### src/core/lcd_ctrl_pkg.sv
// lcd_ctrl_pkg: constants and carrier types for the instruction decoder
// assumes a 25 MHz reference clock standing in for the oscillator timebase
package lcd_ctrl_pkg;
  localparam int CLK_HZ = 25000000;
  localparam int CLEAR_US = 14130;
  localparam int HOME_US = 600;
  localparam int BLINK_MS = 600;
  localparam int CLEAR_CYC = CLEAR_US * (CLK_HZ / 1000000);
  localparam int HOME_CYC = HOME_US * (CLK_HZ / 1000000);
  localparam int BLINK_HALF_CYC = BLINK_MS * (CLK_HZ / 1000) / 2;
  localparam int DD_DEPTH = 48;
  localparam logic [6:0] AC_HOME = 7'h00;
  localparam logic [7:0] SPACE_CODE = 8'h20;
  localparam logic [6:0] GLYPH_BASE = 7'h40;
  localparam logic [5:0] SHIFT_ZERO = 6'h00;
  localparam logic [5:0] SHIFT_LIMIT = 6'h0f;

  typedef struct packed {
    logic step_inc;
    logic shift_on_entry;
    logic display_on;
    logic cursor_on;
    logic blink_on;
  } mode_flags_t;

  localparam mode_flags_t FLAGS_RESET = 5'h10;

  typedef struct packed {
    logic [5:0] col;
    logic [1:0] line;
    logic cursor_row;
    logic blink_dark;
    logic visible;
  } cursor_view_t;
endpackage

### src/core/lcd_instr_decoder.sv
// lcd_instr_decoder: clear, home, entry mode and display control commands
// assumes bus inputs synchronous to ref_clk; host waits for busy_flag low
//
// How it works
// - rs low, write, byte 01 decodes as clear-display.
// - clear-display writes space code 20 into every display memory cell.
// - clear-display loads address counter 00 and sets step direction increment.
// - clear-display keeps the shift-on-entry flag unchanged.
// - after clear, cursor and blink sit at line one, leftmost column.
// - byte with highest set bit 1 decodes as return-home.
// - return-home loads counter 00, cancels display shift, memory kept.
// - highest set bit 2: entry-mode set, bit1 direction, bit0 shift.
// - each data read or write steps counter up or down by one.
// - with shift-on-entry, display memory writes shift the whole display.
// - no entry shift on display reads or any glyph memory access.
// - highest set bit 3: display, cursor and blink enables from bits 2..0.
// - display off blanks panel, memory kept, content returns when on.
// - visible cursor drawn as five-dot row on cell row eight.
// - blink toggles cursor character with 600 ms period, cursor allowed too.
// - busy flag high while clear-display or return-home executes; host waits for it.
// - clear-display keeps busy for its 14.13 ms execution time.
// - return-home keeps busy for its 600 us execution time.
`timescale 1ns/1ps
module lcd_instr_decoder
  import lcd_ctrl_pkg::*;
(
  // clock and reset
  input wire logic ref_clk,
  input wire logic rst_b,
  // host command strobe
  input wire logic cmd_strobe,
  input wire logic register_select,
  input wire logic read_not_write,
  input wire logic [7:0] data_in,
  // status
  output logic busy_flag,
  output logic [6:0] address_counter,
  output mode_flags_t flags,
  output logic [5:0] display_shift,
  // panel view
  output cursor_view_t view,
  // display data memory read port
  input wire logic [5:0] rd_addr,
  output logic [7:0] rd_data
);

  function automatic logic is_cmd(input logic [7:0] d, input int unsigned b);
    is_cmd = (d >> b) == 8'h01;
  endfunction

  logic cmd_wr;
  logic data_acc;
  logic do_clear;
  logic do_home;
  logic do_entry;
  logic do_disp;
  logic glyph_sel;
  logic [23:0] busy_cnt;
  logic [23:0] blink_cnt;
  logic blink_phase;
  logic [7:0] dd_mem [DD_DEPTH];
  logic [6:0] next_ac;

  assign cmd_wr = cmd_strobe && !register_select && !read_not_write;
  assign data_acc = cmd_strobe && register_select;
  assign do_clear = cmd_wr && data_in == 8'h01;
  assign do_home = cmd_wr && is_cmd(data_in, 1);
  assign do_entry = cmd_wr && is_cmd(data_in, 2);
  assign do_disp = cmd_wr && is_cmd(data_in, 3);
  assign glyph_sel = address_counter >= GLYPH_BASE;
  assign busy_flag = busy_cnt != 24'h000000;

  // execution timer
  always_ff @(posedge ref_clk or negedge rst_b) begin
    if (!rst_b) begin
      busy_cnt <= 24'h000000;
    end else if (do_clear) begin
      busy_cnt <= 24'(CLEAR_CYC);
    end else if (do_home) begin
      busy_cnt <= 24'(HOME_CYC);
    end else if (busy_flag) begin
      busy_cnt <= busy_cnt - 24'h000001;
    end
  end

  // mode flags
  always_ff @(posedge ref_clk or negedge rst_b) begin
    if (!rst_b) begin
      flags <= FLAGS_RESET;
    end else if (do_clear) begin
      flags.step_inc <= 1'b1;
    end else if (do_entry) begin
      flags.step_inc <= data_in[1];
      flags.shift_on_entry <= data_in[0];
    end else if (do_disp) begin
      flags.display_on <= data_in[2];
      flags.cursor_on <= data_in[1];
      flags.blink_on <= data_in[0];
    end
  end

  always_comb begin
    next_ac = flags.step_inc ? address_counter + 7'h01
                             : address_counter - 7'h01;
  end

  // address counter
  always_ff @(posedge ref_clk or negedge rst_b) begin
    if (!rst_b) begin
      address_counter <= AC_HOME;
    end else if (do_clear || do_home) begin
      address_counter <= AC_HOME;
    end else if (data_acc) begin
      address_counter <= next_ac;
    end
  end

  // display shift
  always_ff @(posedge ref_clk or negedge rst_b) begin
    if (!rst_b) begin
      display_shift <= SHIFT_ZERO;
    end else if (do_clear || do_home) begin
      display_shift <= SHIFT_ZERO;
    end else if (data_acc && !read_not_write && !glyph_sel
                 && flags.shift_on_entry) begin
      if (flags.step_inc) begin
        display_shift <= (display_shift == SHIFT_LIMIT) ? SHIFT_ZERO
                         : display_shift + 6'h01;
      end else begin
        display_shift <= (display_shift == SHIFT_ZERO) ? SHIFT_LIMIT
                         : display_shift - 6'h01;
      end
    end
  end

  // display data memory: clear fills all cells, data writes store one
  genvar gi;
  generate
    for (gi = 0; gi < DD_DEPTH; gi++) begin : g_dd
      always_ff @(posedge ref_clk or negedge rst_b) begin
        if (!rst_b) begin
          dd_mem[gi] <= SPACE_CODE;
        end else if (do_clear) begin
          dd_mem[gi] <= SPACE_CODE;
        end else if (data_acc && !read_not_write
                     && address_counter == 7'(gi)) begin
          dd_mem[gi] <= data_in;
        end
      end
    end
  endgenerate

  always_ff @(posedge ref_clk or negedge rst_b) begin
    if (!rst_b) begin
      rd_data <= 8'h00;
    end else begin
      rd_data <= (rd_addr < 6'(DD_DEPTH)) ? dd_mem[rd_addr] : 8'h00;
    end
  end

  // blink timebase
  always_ff @(posedge ref_clk or negedge rst_b) begin
    if (!rst_b) begin
      blink_cnt <= 24'h000000;
      blink_phase <= 1'b0;
    end else if (blink_cnt == 24'(BLINK_HALF_CYC - 1)) begin
      blink_cnt <= 24'h000000;
      blink_phase <= flags.blink_on && !blink_phase;
    end else begin
      blink_cnt <= blink_cnt + 24'h000001;
      if (!flags.blink_on) begin
        blink_phase <= 1'b0;
      end
    end
  end

  // cursor position and overlay
  always_ff @(posedge ref_clk or negedge rst_b) begin
    if (!rst_b) begin
      view.col <= 6'h00;
      view.line <= 2'h0;
      view.cursor_row <= 1'b0;
      view.blink_dark <= 1'b0;
      view.visible <= 1'b0;
    end else begin
      view.blink_dark <= blink_phase;
      view.col <= {2'h0, address_counter[3:0]};
      view.line <= address_counter[5:4];
      view.cursor_row <= flags.cursor_on && flags.display_on;
      view.visible <= flags.display_on;
    end
  end

  AST_CLEAR_BUSY: assert property (@(posedge ref_clk) disable iff (!rst_b)
    do_clear |=> busy_flag [*8]) else $error("clear busy too short");
  AST_HOME_BUSY: assert property (@(posedge ref_clk) disable iff (!rst_b)
    do_home |=> busy_flag [*8]) else $error("home busy too short");
  AST_CLEAR_AC: assert property (@(posedge ref_clk) disable iff (!rst_b)
    do_clear |=> address_counter == AC_HOME && flags.step_inc)
    else $error("clear did not home");
  AST_CLEAR_S: assert property (@(posedge ref_clk) disable iff (!rst_b)
    do_clear |=> flags.shift_on_entry == $past(flags.shift_on_entry))
    else $error("clear changed shift flag");
  AST_HOME_SHIFT: assert property (@(posedge ref_clk) disable iff (!rst_b)
    do_home |=> display_shift == SHIFT_ZERO && address_counter == AC_HOME)
    else $error("home did not reset");
  AST_ENTRY: assert property (@(posedge ref_clk) disable iff (!rst_b)
    do_entry |=> flags.step_inc == $past(data_in[1])
      && flags.shift_on_entry == $past(data_in[0]))
    else $error("entry mode not stored");
  AST_STEP: assert property (@(posedge ref_clk) disable iff (!rst_b)
    data_acc && flags.step_inc |=> address_counter
      == 7'($past(address_counter) + 7'h01))
    else $error("counter did not step up");
  AST_NO_READ_SHIFT: assert property (@(posedge ref_clk) disable iff (!rst_b)
    data_acc && read_not_write |=> $stable(display_shift))
    else $error("read shifted display");
  AST_DISP: assert property (@(posedge ref_clk) disable iff (!rst_b)
    do_disp |=> flags.display_on == $past(data_in[2])
      ##1 view.visible == flags.display_on)
    else $error("display control not applied");
  AST_CLEAR_MEM: assert property (@(posedge ref_clk) disable iff (!rst_b)
    do_clear |=> dd_mem[0] == SPACE_CODE && dd_mem[47] == SPACE_CODE)
    else $error("memory not cleared");

endmodule // lcd_instr_decoder

### config.mk
export PLATFORM = sky130hd
export DESIGN_NAME = lcd_instr_decoder
export DESIGN_NICKNAME = d
export VERILOG_FILES = /design/src/core/lcd_ctrl_pkg.sv /design/src/core/lcd_instr_decoder.sv
export SDC_FILE = /design/constraint.sdc
export NUM_CORES = 1
export LEC_CHECK = 0
export BUFFER_PORTS_ARGS = -buffer_cell sky130_fd_sc_hd__buf_2
export CORE_UTILIZATION = 47
export CTS_BUF_LIST = sky130_fd_sc_hd__clkbuf_4
export CTS_CLUSTER_DIAMETER = 30
export DETAILED_ROUTE_END_ITERATION = 10
export HOLD_SLACK_MARGIN = 0.08
export PLACE_DENSITY = 0.69
export REMOVE_ABC_BUFFERS = 1
export SYNTH_ARGS = -nofsm -noshare
export SYNTH_HDL_FRONTEND = slang
export SYNTH_SLANG_ARGS = --single-unit
### constraint.sdc
create_clock -name ref_clk -period 4.1 [get_ports ref_clk]
set_input_delay 0.615 -clock ref_clk [delete_from_list [all_inputs] [get_ports ref_clk]]
set_output_delay 0.615 -clock ref_clk [all_outputs]
set_load 0.02 [all_outputs]
---- Yosys cells after proc, flatten, opt, wreduce, memory -nomap -nowiden ----
Cells that the tools add are included.
operators by class
  add/subtract/negate cells ............... 6
  $lt $le $gt $ge ......................... 3
  equal/unequal tests ..................... 54
  muxes and demuxes ....................... 116
  bitwise operators ....................... 3
  reductions and logical operators ........ 122
operators by type and width
  kind                                                                  number
  8-bit 2-to-1 mux                                                      99
  7-bit by 5-bit == test with 1-bit output, second input constant       16
  7-bit by 6-bit == test with 1-bit output, second input constant       16
  2-bit nonzero test                                                    51
  24-bit 2-to-1 mux                                                     4
  1-bit logical AND                                                     60
  7-bit by 4-bit == test with 1-bit output, second input constant       8
  8-bit binary-select mux with 6-bit select                             1
  6-bit 2-to-1 mux                                                      5
  7-bit by 3-bit == test with 1-bit output, second input constant       4
  24-bit by 1-bit adder with 24-bit output, second input constant       1
  24-bit by 23-bit == test with 1-bit output, second input constant     1
  24-bit nonzero test                                                   1
  24-bit by 1-bit subtractor with 24-bit output, second input constant  1
  7-bit 2-to-1 mux                                                      3
  7-bit by 1-bit == test with 1-bit output, second input constant       2
  7-bit by 2-bit == test with 1-bit output, second input constant       2
  7-bit greater-or-equal comparator, second input constant              2
  8-bit by 1-bit == test with 1-bit output, second input constant       1
  7-bit by 1-bit adder with 7-bit output, second input constant         1
  7-bit zero test                                                       1
  6-bit NOT with 7-bit output                                           1
  7-bit by 1-bit subtractor with 7-bit output, second input constant    1
  6-bit by 1-bit adder with 6-bit output, second input constant         1
  other kinds (15)                                                      21
word-level totals
  register bits after elaboration ......... 468
  input bits .............................. 19
  output and inout port bits .............. 38
  word-level logic and storage cells ...... 368

---- Longest topological paths before layout ----
Gate-level depths: netlist of the first run.
  depth in word-level cells ............... 6
  gate-level depth with buffers ........... 9
  mapped depth without buffers ............ 7

---- Least setup slack after synthesis of the first run ----
OpenSTA, ideal clock, no wires.
  path kind ............................... in2reg
  start ................................... input port rd_addr[0]
  end ..................................... register rd_data[0]
  setup time .............................. 0.137 ns
  arrival ................................. 2.407 ns
  data required time ...................... 3.963 ns
  slack ................................... 1.556 ns
  cell stages on the path ................. 8
  buffers on the path ..................... 3
  cells stage by stage .................... clkbuf_1 buf_2 buf_2 mux4_2 a22oi_1 o21ai_0 a31oi_1 o211ai_1
on the way
  longest elaborated chain between the ends .. 5
  elaborated cells on any way between the ends .. 6
  those cells by class .................... 1 x order compare; 4 x mux; 1 x bitwise
RTL lines
  item                                                 RTL line                  text
  from (decl)                                          lcd_instr_decoder.sv:43   input wire logic [5:0] rd_addr,
  6-bit NOT with 7-bit output (implied by the code)    lcd_instr_decoder.sv:157  rd_data <= (rd_addr < 6'(DD_DEPTH)) ? dd_mem[rd_addr] : 8'h00;
  8-bit binary-select mux with 6-bit select            lcd_instr_decoder.sv:157
  8-bit 2-to-1 mux (implied by the code) (2 in a row)  lcd_instr_decoder.sv:157
  8-bit 2-to-1 mux (*)                                 lcd_instr_decoder.sv:157
  to (signal assigned)                                 lcd_instr_decoder.sv:157
  to (decl)                                            lcd_instr_decoder.sv:44   output logic [7:0] rd_data
Mark *: on every way between the ends. The rest lies on a longest branch, timed or not. The select of a mux whose other input is x is not followed.
A chain may end at the register's enable or synchronous reset.

---- Final worst setup path of the first run ----
  start ................................... register busy_cnt[6]
  end ..................................... output port busy_flag
on the way
  longest elaborated chain between the ends .. 1
RTL lines
  item                    RTL line                 text
  from (decl)             lcd_instr_decoder.sv:58  logic [23:0] busy_cnt;
  from (signal assigned)  lcd_instr_decoder.sv:78  busy_cnt <= 24'(CLEAR_CYC);
  from (signal assigned)  lcd_instr_decoder.sv:80  busy_cnt <= 24'(HOME_CYC);
  from (signal assigned)  lcd_instr_decoder.sv:82  busy_cnt <= busy_cnt - 24'h000001;
  24-bit nonzero test     lcd_instr_decoder.sv:71  assign busy_flag = busy_cnt != 24'h000000;
  to (decl)               lcd_instr_decoder.sv:36  output logic busy_flag,
No other way between the ends.

==> results of run 1 <==
==> how the worst max path moves through the flow <==
stage / startpoint / endpoint / slack [ps] / cells after the start
floorplan: data_in[4] / dd_mem[10] / -1920 / 5
global placement: data_in[7] / dd_mem[140] / 1000 / 7
detailed placement: data_in[4] / dd_mem[129] / 920 / 7
CTS: busy_cnt[6] / busy_flag / 170 / 4
global route: busy_cnt[6] / busy_flag / 80 / 4
finish: busy_cnt[6] / busy_flag / 280 / 4
==> logic make-up after synthesis <==
kind of cell               Yosys count  synth area share (%)
AOI/OAI and AO/OA                  375                  9.03
buffers and inverters              192                  3.38
other                                1                0.0164
xor gates and xnor gates            47                  1.80
adders and majority gates           11                 0.602
and+or+nand+nor                    984                  18.6
muxes                              223                  15.0
DFF                                468                  51.5
==> flip-flops by register name (all words and copies together) (netlist names) <==
name             count
address_counter      7
blink_cnt           24
blink_phase          1
busy_cnt            24
dd_mem             384
display_shift        6
flags                5
rd_data              8
view                 9
==> per-layer routing <==
metal | global-route usage (%) | vias up | routed length [um]
met4 | 12.4 | 0 | 1750
met3 | 7.22 | 106 | 5600
met2 | 39.7 | 789 | 29600
met5 | 0 | - | 0
met1 | 35.8 | 9071 | 26800
li1 | - | 8147 | -
==> cells in the mapped netlist, types with 5 or more instances <==
library cell / count / area (um2)
mux2i_1: 28 / 280
mux2_2: 90 / 1010
nand4_1: 10 / 62.6
nor4_1: 10 / 62.6
nor4b_1: 6 / 52.6
a21oi_1: 65 / 325
or3_1: 5 / 31.3
buf_2: 20 / 100
mux4_2: 85 / 1910
buf_1: 12 / 45.0
xnor2_1: 21 / 184
a211oi_1: 8 / 60.1
nand3b_1: 13 / 97.6
nand2_1: 595 / 2230
a31oi_1: 6 / 37.5
dfstp_2: 49 / 1290
inv_1: 10 / 37.5
o22ai_1: 6 / 37.5
and2_1: 8 / 50.1
o221ai_1: 6 / 52.6
or4_1: 6 / 45.0
and3_1: 12 / 75.1
a22oi_1: 5 / 37.5
clkbuf_1: 145 / 544
xor2_1: 26 / 228
nor2b_1: 16 / 100
o21ai_0: 245 / 1230
nand2b_1: 8 / 50.1
dfrtp_1: 419 / 10500
nor2_1: 144 / 541
or2_2: 5 / 31.3
ha_1: 11 / 138
nand3_1: 116 / 581
o211ai_1: 12 / 90.1
nor3_1: 14 / 70.1
mux2_1: 20 / 225
==> metrics by stage <==
stage	power [mW]	instance area (um2)	util (%)	setup TNS (ps)	hold slack (ps)
2_1_floorplan	8.00	22100	-	-415480	319
3_3_place_gp	9.01	23700	49.5	0	389
3_5_place_dp	9.17	23700	49.5	0	388
4_1_cts	13.8	25600	53.4	0	112
5_1_grt	14.5	25600	53.4	0	156
6_report	13.7	25600	53.4	0	221
==> cell usage in the layout, fill, tap and decap left out, types with 7 or more instances in the layout <==
cell      count
a21oi_1      65
clkinv_1     23
mux4_2       85
nor2_1      144
buf_12       10
nand3_1     116
mux2_2       90
nand2_1     595
a211oi_1      8
clkbuf_4    199
nand4_1      10
and2_1        8
mux2i_1      28
xnor2_1      21
xor2_1       26
buf_4        42
ha_1         11
nand3b_1     13
nand2b_1      8
nor4_1        9
dfstp_2      49
nor3_1       14
o211ai_1     12
buf_2        51
clkinv_2      7
mux2_1       20
dfrtp_1     419
o21ai_0     245
inv_1        10
nor2b_1      16
and3_1       12
==> worst register-to-register path: stages (launching register included) <==
cell	delay, ps
dfrtp_1	590
nor2b_1	490
nand2_1	500
nor2_1	740
nor2_1	150
mux2_2	310
==> cell type report <==
class	count	area [um2]
Clock inverter	45	322
Timing Repair Buffer	110	847
Sequential cell	468	11800
Fill cell	4240	22300
Antenna cell	3	7.51
Tap cell	615	769
Multi-Input combinational cell	1642	10300
Inverter	10	37.5
Clock buffer	199	1490
==> power groups by stage <==
| stage | combinational, mW | clock [mW] | sequential, mW |
|---|---|---|---|
| 3_5_place_dp | 2.70 | 0 | 6.47 |
| 4_1_cts | 2.71 | 4.71 | 6.41 |
| 6_report | 2.72 | 4.60 | 6.43 |
| 3_3_place_gp | 2.60 | 0 | 6.41 |
| 2_1_floorplan | 1.66 | 0 | 6.35 |
| 5_1_grt | 2.98 | 4.97 | 6.54 |
==> results.toml, run 1 <==
[power_and_ir_drop]
p_per_area_nw_per_um2 = 538
ir_worst_vdd_v = 0.000374
power_switching_mw = 4.31
seq_power_share_pct = 46.8
swShare_pct = 31.4
intPower_mw = 9.43
pwr-share-comb_pct = 19.8
pwr-share-clk_pct = 33.4
p_leak_nw = 11.4

[floorplan]
num_rows = 80
die_h_um = 222
die_w_um = 222
core-area_um2 = 47800
initial_core_util_pct = 47.7
ios = 57
die_area_um2 = 49500

[worst_hold_path]
hold_end = "dd_mem[376]"
worstHoldPathType = "primary input to flip-flop"
min_path_cells = 3
holdCritStartpoint = "data_in[0]"

[run_status]
outcome = "completed"

[final_layout]
finalNonFillerCells = 3092
syn_to_final_growth_pct = 11.9
drive_gt1_share_pct = 22.7
final_nets = 2399

[cts]
cts_buffers = 137
clockBufferDepth = 3
path_clk_slew_ps = 70
h-tree-depth = 4
cts_resized = 0
cts_tree = "yes"
cts_hold_buf = 5
postCtsSetupBuffers = 0
clk_latency_ps = 960
root_buffer = "clkbuf_4"
clock-sinks = 468

[critical_path]
r2r_start = "address_counter[3]"
critPathBufInv = 1
cp_slowest_stage_delay_ps = 680
r2r_slack_ps = 1240
reg2reg_to = "dd_mem[188]"
crit_type = "flip-flop to primary output"
start_kind = "flip-flop"
setup.worst_path.end_class = "primary output"
cp_top_family = "simple AND/OR/NAND/NOR gates"
path_cells = "or4_1 > or3_1 > or2_2 > buf_2"
cp.required_ps = 3480
crit_fanout = 11
crit_slowest_cell = "or4_1"
cp_data_arrival_time_ps = 3210
r2r_cells = 5

[placed_design]
dp_cells = 2840
place_congestion = 0.869
portBuffers = 54
pre_cts_ws_ps = 917
dp_hpwl_mm = 40.5

[yosys]
synth_edf_count = 0
ys_types = 60
syn_avg_cell_area_um2 = 9.93
ys_seq_elements = 468
yosysSeqAreaShare_pct = 51.5
synthFlopType = "dfrtp_1"
synthArstFlopShare_pct = 100
yosys_warnings = 0
synth_cells = 2301
syn_area_um2 = 22800

[timing]
setup_violations = 0
slew_viol_final = 0
period_minus_slack_ps = 3820
finClkSkew_ps = 62.8
min_period_over_period_pct = 93.2
relSlewSlack_pct = 25.4
hold_violations = 0
fmax_mhz = 262
rsz0062_at_grt = "no"
setup_ws_ps = 278
worstMarginPinSlew_ps = 1110

[route]
wirelength_mm = 63.7
wire_per_inst_um = 20.6
drcViolationCount = 0
routed_via_density = 5.86
first_pass_iters = 6
vias = 18100
drtAntennaViolNets = 0
initialDrtViolationCount = 1797

[grt]
track_usage_pct = 26.5
antenna_found_initial = 3
grt_pass1_wl_mm = 102
grt_pass1_vias = 18400
grt_overflow = 0
grt_start_max_net_pins = 140

[flow_run]
max_cap_violations = 0
Note: power is estimated with default switching activity, not from simulation.
==> inputs of run 2 (changes only) <==
- CTS_BUF_LIST: sky130_fd_sc_hd__clkbuf_4 -> sky130_fd_sc_hd__clkbuf_8
==> run 2 against run 1 <==
Against the previous run: utilization grew 2.0 points; hold slack better by 79 ps; maximum frequency increased by 6.3%; flip-flop and latch count is the same; design area is 3.8% higher; sequential share of layout area is 1.7 points lower; final cell count decreased by 1.3%; sequential power is essentially flat; largest cell class unchanged.
==> results.toml, run 2 (same netlist as run 1, synthesis figures left out) <==
[cts]
cts_buffers = 111
h-tree-depth = 3
clockBufferDepth = 3
path_clk_slew_ps = 60
clk_latency_ps = 690
root_buffer = "clkbuf_8"
cts_tree = "yes"
clock-sinks = 468

[worst_hold_path]
worstHoldPathType = "primary input to flip-flop"

[critical_path]
path_cells = "or4_1 > or3_1 > or2_2 > buf_2"
crit_type = "flip-flop to primary output"
start_kind = "flip-flop"
cp_top_family = "simple AND/OR/NAND/NOR gates"
setup.worst_path.end_class = "primary output"
critPathBufInv = 1
crit_slowest_cell = "or4_1"
cp_data_arrival_time_ps = 2980
cp_slowest_stage_delay_ps = 700
cp.required_ps = 3480
crit_fanout = 11

[final_layout]
final_cell_area_um2 = 26500
mostFrequentLayoutCell = "nand2_1"
final_core_util_pct = 55.4
top_regs = "dd_mem x384, blink_cnt x24, busy_cnt x24"
n_fill_cell = 4093
drive_gt1_share_pct = 22.1
final_nets = 2369
largest-register = "dd_mem"
finalNonFillerCells = 3051
largest_register_ffs = 384
layout_common_cells = "595 x nand2_1, 419 x dfrtp_1, 245 x o21ai_0"
syn_to_final_growth_pct = 16.1

[timing]
setup_violations = 0
rsz0062_at_grt = "no"
period_minus_slack_ps = 3590
worstMarginPinSlew_ps = 1110
min_period_over_period_pct = 87.7
relSlewSlack_pct = 25.5
slew_viol_final = 0
hold_violations = 0
finalSetupTns_ps = 0
finClkSkew_ps = 25.3
fmax_mhz = 278

[floorplan]
ios = 57
die_w_um = 222
initial_core_util_pct = 47.7
die_area_um2 = 49500
die_h_um = 222
core-area_um2 = 47800
num_rows = 80

[route]
wirelength_mm = 64.2
vias = 18100
drtAntennaViolNets = 0
drcViolationCount = 0
routed_via_density = 5.93
initialDrtViolationCount = 1973
wire_per_inst_um = 21.1
first_pass_iters = 6

[grt]
grt_start_max_net_pins = 140
grt_overflow = 0
grt_pass1_vias = 18300
antenna_found_initial = 1
track_usage_pct = 26.4
grt.met1_usage_pct = 36.2
busiest_layer = "met2"
grt_pass1_wl_mm = 103
met3_usage_pct = 5.69
met2_usage_pct = 40.3

[power_and_ir_drop]
p_leak_nw = 11.7
intPower_mw = 11.3
p_per_area_nw_per_um2 = 602
seq_power_share_pct = 40.3
pwr-share-comb_pct = 17.1
swShare_pct = 29.1
power_switching_mw = 4.65
ir_worst_vdd_v = 0.000409
pwr-share-clk_pct = 42.6

[placed_design]
dp_cells = 2840
place_congestion = 0.869
postPlaceCellArea_um2 = 23700
dp_hpwl_mm = 40.5
portBuffers = 54

[run_status]
outcome = "completed"

[flow_run]
max_cap_violations = 0
run 2: cell types whose count changed in the layout (fill, tap and decap cells not counted), moves of 12 or more:
cell / before / now
bufinv_16: 4 / 22
inv_1: 10 / 22
clkbuf_8: 0 / 133
clkinv_1: 23 / 0
clkbuf_4: 199 / 0
clkinvlp_4: 5 / 17
run 2: cell type report:
type	count	area, um2	area share, %
clock inverters	76	996	3.75
diodes	1	2.50	0.00943
flip-flops and latches	468	11800	44.4
clock buffers	133	1830	6.90
repair buffers	106	807	3.04
multi-input cells	1642	10300	38.9
well taps	615	769	2.90
inverters	10	37.5	0.141
run 2: worst min-delay path, cell delays in order:
cell	delay (ps)
buf_2	190
nor2_1	120
a21oi_1	40
run 2: routing by layer:
layer / up-vias / share of wire, %
met3: 140 / 8.0
met4: 2 / 3.6
met5: - / 0.14
met2: 819 / 46
li1: 8063 / -
met1: 9080 / 42
run 2: worst paths after layout:
check	to	depth (start not counted)	slack, ps	from
min in group asynchronous	dd_mem[236]	2	510	rst_b
max reg2reg	dd_mem[180]	5	1230	address_counter[3]
min	flags[4]	3	300	data_in[1]
max in group asynchronous	display_shift[5]	3	2370	rst_b
min reg2reg	view[1]	0	400	blink_phase
max	busy_flag	4	510	busy_cnt[6]
run 2: what timing repair did:
action                                 4_1_cts  5_1_grt
resized for setup                            0        0
endpoints found under the hold margin       68        0
buffers inserted                             0        0
hold buffers                                 1        0
run 2: power groups by stage:
stage	logic (mW)	clock network (mW)	registers [mW]
after floorplan	1.66	0	6.35
after global placement	2.60	0	6.41
after detailed placement	2.70	0	6.47
after CTS	2.71	6.87	6.42
after global routing	2.98	7.12	6.56
final	2.73	6.81	6.44
run 2: stage by stage:
step                setup slack (ps)  power, mW  hold WS (ps)
global placement                1000       9.01           389
CTS                              488       16.0           258
global route                     391       16.7           306
detailed placement               917       9.17           388
floorplan                      -1920       8.00           319
finish                           506       16.0           300
==> inputs of run 3 (changes only) <==
- PLACE_DENSITY: 0.69 -> not set
==> run 3 against run 2 <==
Against the previous run: clock skew increased by 6.0 ps; critical path depth unchanged; global-route usage rose by 1.2 points; maximum frequency decreased by 0.94%; die area stayed put; critical path type unchanged; critical endpoint unchanged; largest cell class unchanged.
==> results.toml, run 3 (same netlist as run 1, synthesis figures left out) <==
[run_status]
outcome = "completed"

[route]
drcViolationCount = 0
vias = 18000
wirelength_mm = 66.6
wire_per_inst_um = 21.7
first_pass_iters = 6
routed_via_density = 5.85
drtAntennaViolNets = 0
initialDrtViolationCount = 1566

[worst_hold_path]
worstHoldPathType = "primary input to flip-flop"

[timing]
period_minus_slack_ps = 3630
rsz0062_at_grt = "no"
min_period_over_period_pct = 88.5
relSlewSlack_pct = 35.8
hold_violations = 0
slew_viol_final = 0
setup_violations = 0
worstMarginPinSlew_ps = 959
finalSetupTns_ps = 0
hold_slack_ps = 299
fmax_mhz = 276
finClkSkew_ps = 31.3
setup_ws_ps = 472

[power_and_ir_drop]
p_per_area_nw_per_um2 = 587
p_leak_nw = 11.8
ir_worst_vdd_v = 0.000361

[critical_path]
path_cells = "or4_1 > or3_1 > or2_2 > buf_2"
crit_type = "flip-flop to primary output"
crit_slowest_cell = "or4_1"
cp_data_arrival_time_ps = 3010
cp_slowest_stage_delay_ps = 690
start_kind = "flip-flop"
cp.required_ps = 3480
setup.worst_path.end_class = "primary output"
crit_fanout = 11

[grt]
grt_overflow = 0
track_usage_pct = 27.7
grt_pass1_vias = 18100
antenna_found_initial = 2
grt_start_max_net_pins = 143
grt_pass1_wl_mm = 106

[floorplan]
initial_core_util_pct = 47.7
die_h_um = 222
num_rows = 80
die_area_um2 = 49500
die_w_um = 222
core-area_um2 = 47800
ios = 57

[cts]
clockBufferDepth = 3
cts_buffers = 114
clk_latency_ps = 710
root_buffer = "clkbuf_8"
cts_tree = "yes"
path_clk_slew_ps = 50
cts_resized = 0
clock-sinks = 468
h-tree-depth = 3

[final_layout]
top_regs = "dd_mem x384, blink_cnt x24, busy_cnt x24"
syn_to_final_growth_pct = 16.3
final_nets = 2392
largest-register = "dd_mem"
final_cell_area_um2 = 26600
layout_common_cells = "595 x nand2_1, 419 x dfrtp_1, 245 x o21ai_0"
mostFrequentLayoutCell = "nand2_1"
drive_gt1_share_pct = 22.6
diodes = 0
n_fill_cell = 4211
largest_register_ffs = 384

[placed_design]
portBuffers = 54
pre_cts_ws_ps = 934
place_congestion = 0.826
postPlaceCellArea_um2 = 23800
dp_hpwl_mm = 42.1

[flow_run]
max_cap_violations = 0
[run 3: cell count changes in the layout (fill, tap and decap cells not counted)]
cell and change:
clkbuf_8 +14, clkinv_4 -8, clkinvlp_4 -2, inv_6 -1
diode_2 -1, bufinv_16 -8, inv_1 +7, clkinv_2 +2
buf_4 +20
[run 3: per-layer routing]
metal | part of all wire, % | track usage (%)
met5 | 0.017 | 0
met4 | 2.9 | 9.79
met3 | 7.2 | 6.28
met2 | 46 | 42.2
met1 | 44 | 38.8
[run 3: metrics by stage]
step,util [%],power [mW],cells
finish,55.5,15.6,3074
global placement,49.8,9.04,2860
floorplan,-,8.00,2120
detailed placement,49.8,9.17,2860
CTS,55.5,15.7,3074
global route,55.5,16.3,3074
[run 3: final timing paths]
kind / start / to / slack, ps / depth (start not counted)
setup / recovery: busy_cnt[7] / busy_flag / 470 / 4
hold / removal: data_in[1] / flags[4] / 300 / 3
setup reg to reg: address_counter[1] / dd_mem[353] / 1340 / 5
hold reg to reg: blink_phase / view[1] / 390 / 0
max in group asynchronous: rst_b / dd_mem[197] / 2440 / 3
min in group asynchronous: rst_b / dd_mem[50] / 600 / 2
[run 3: power breakdown]
part / internal (mW) / switching (mW) / total, mW
combinational: 1.21 / 1.51 / 2.71
clock: 4.10 / 2.35 / 6.46
sequential: 5.74 / 0.679 / 6.42
total: 11.0 / 4.54 / 15.6
[run 3: critical path: cells and delay by family, from the launching register on]
family                 cells  cell delay (ps)
DFF                        1              380
buffers and inverters      1              200
and+or+nand+nor            3             1710
[run 3: final cells by class]
cell class	count	area (um2)	share of cell area, %
Tap cell	615	769	2.90
Inverter	10	37.5	0.141
Multi-Input combinational cell	1642	10300	38.8
Timing Repair Buffer	126	957	3.60
Clock buffer	147	2020	7.61
Sequential cell	468	11800	44.3
Clock inverter	66	698	2.63
[run 3: repair_timing]
action,4_1_cts,5_1_grt
hold endpoints to repair,92,0
hold buffers,1,0
buffers inserted,0,0
setup endpoints to repair,0,0
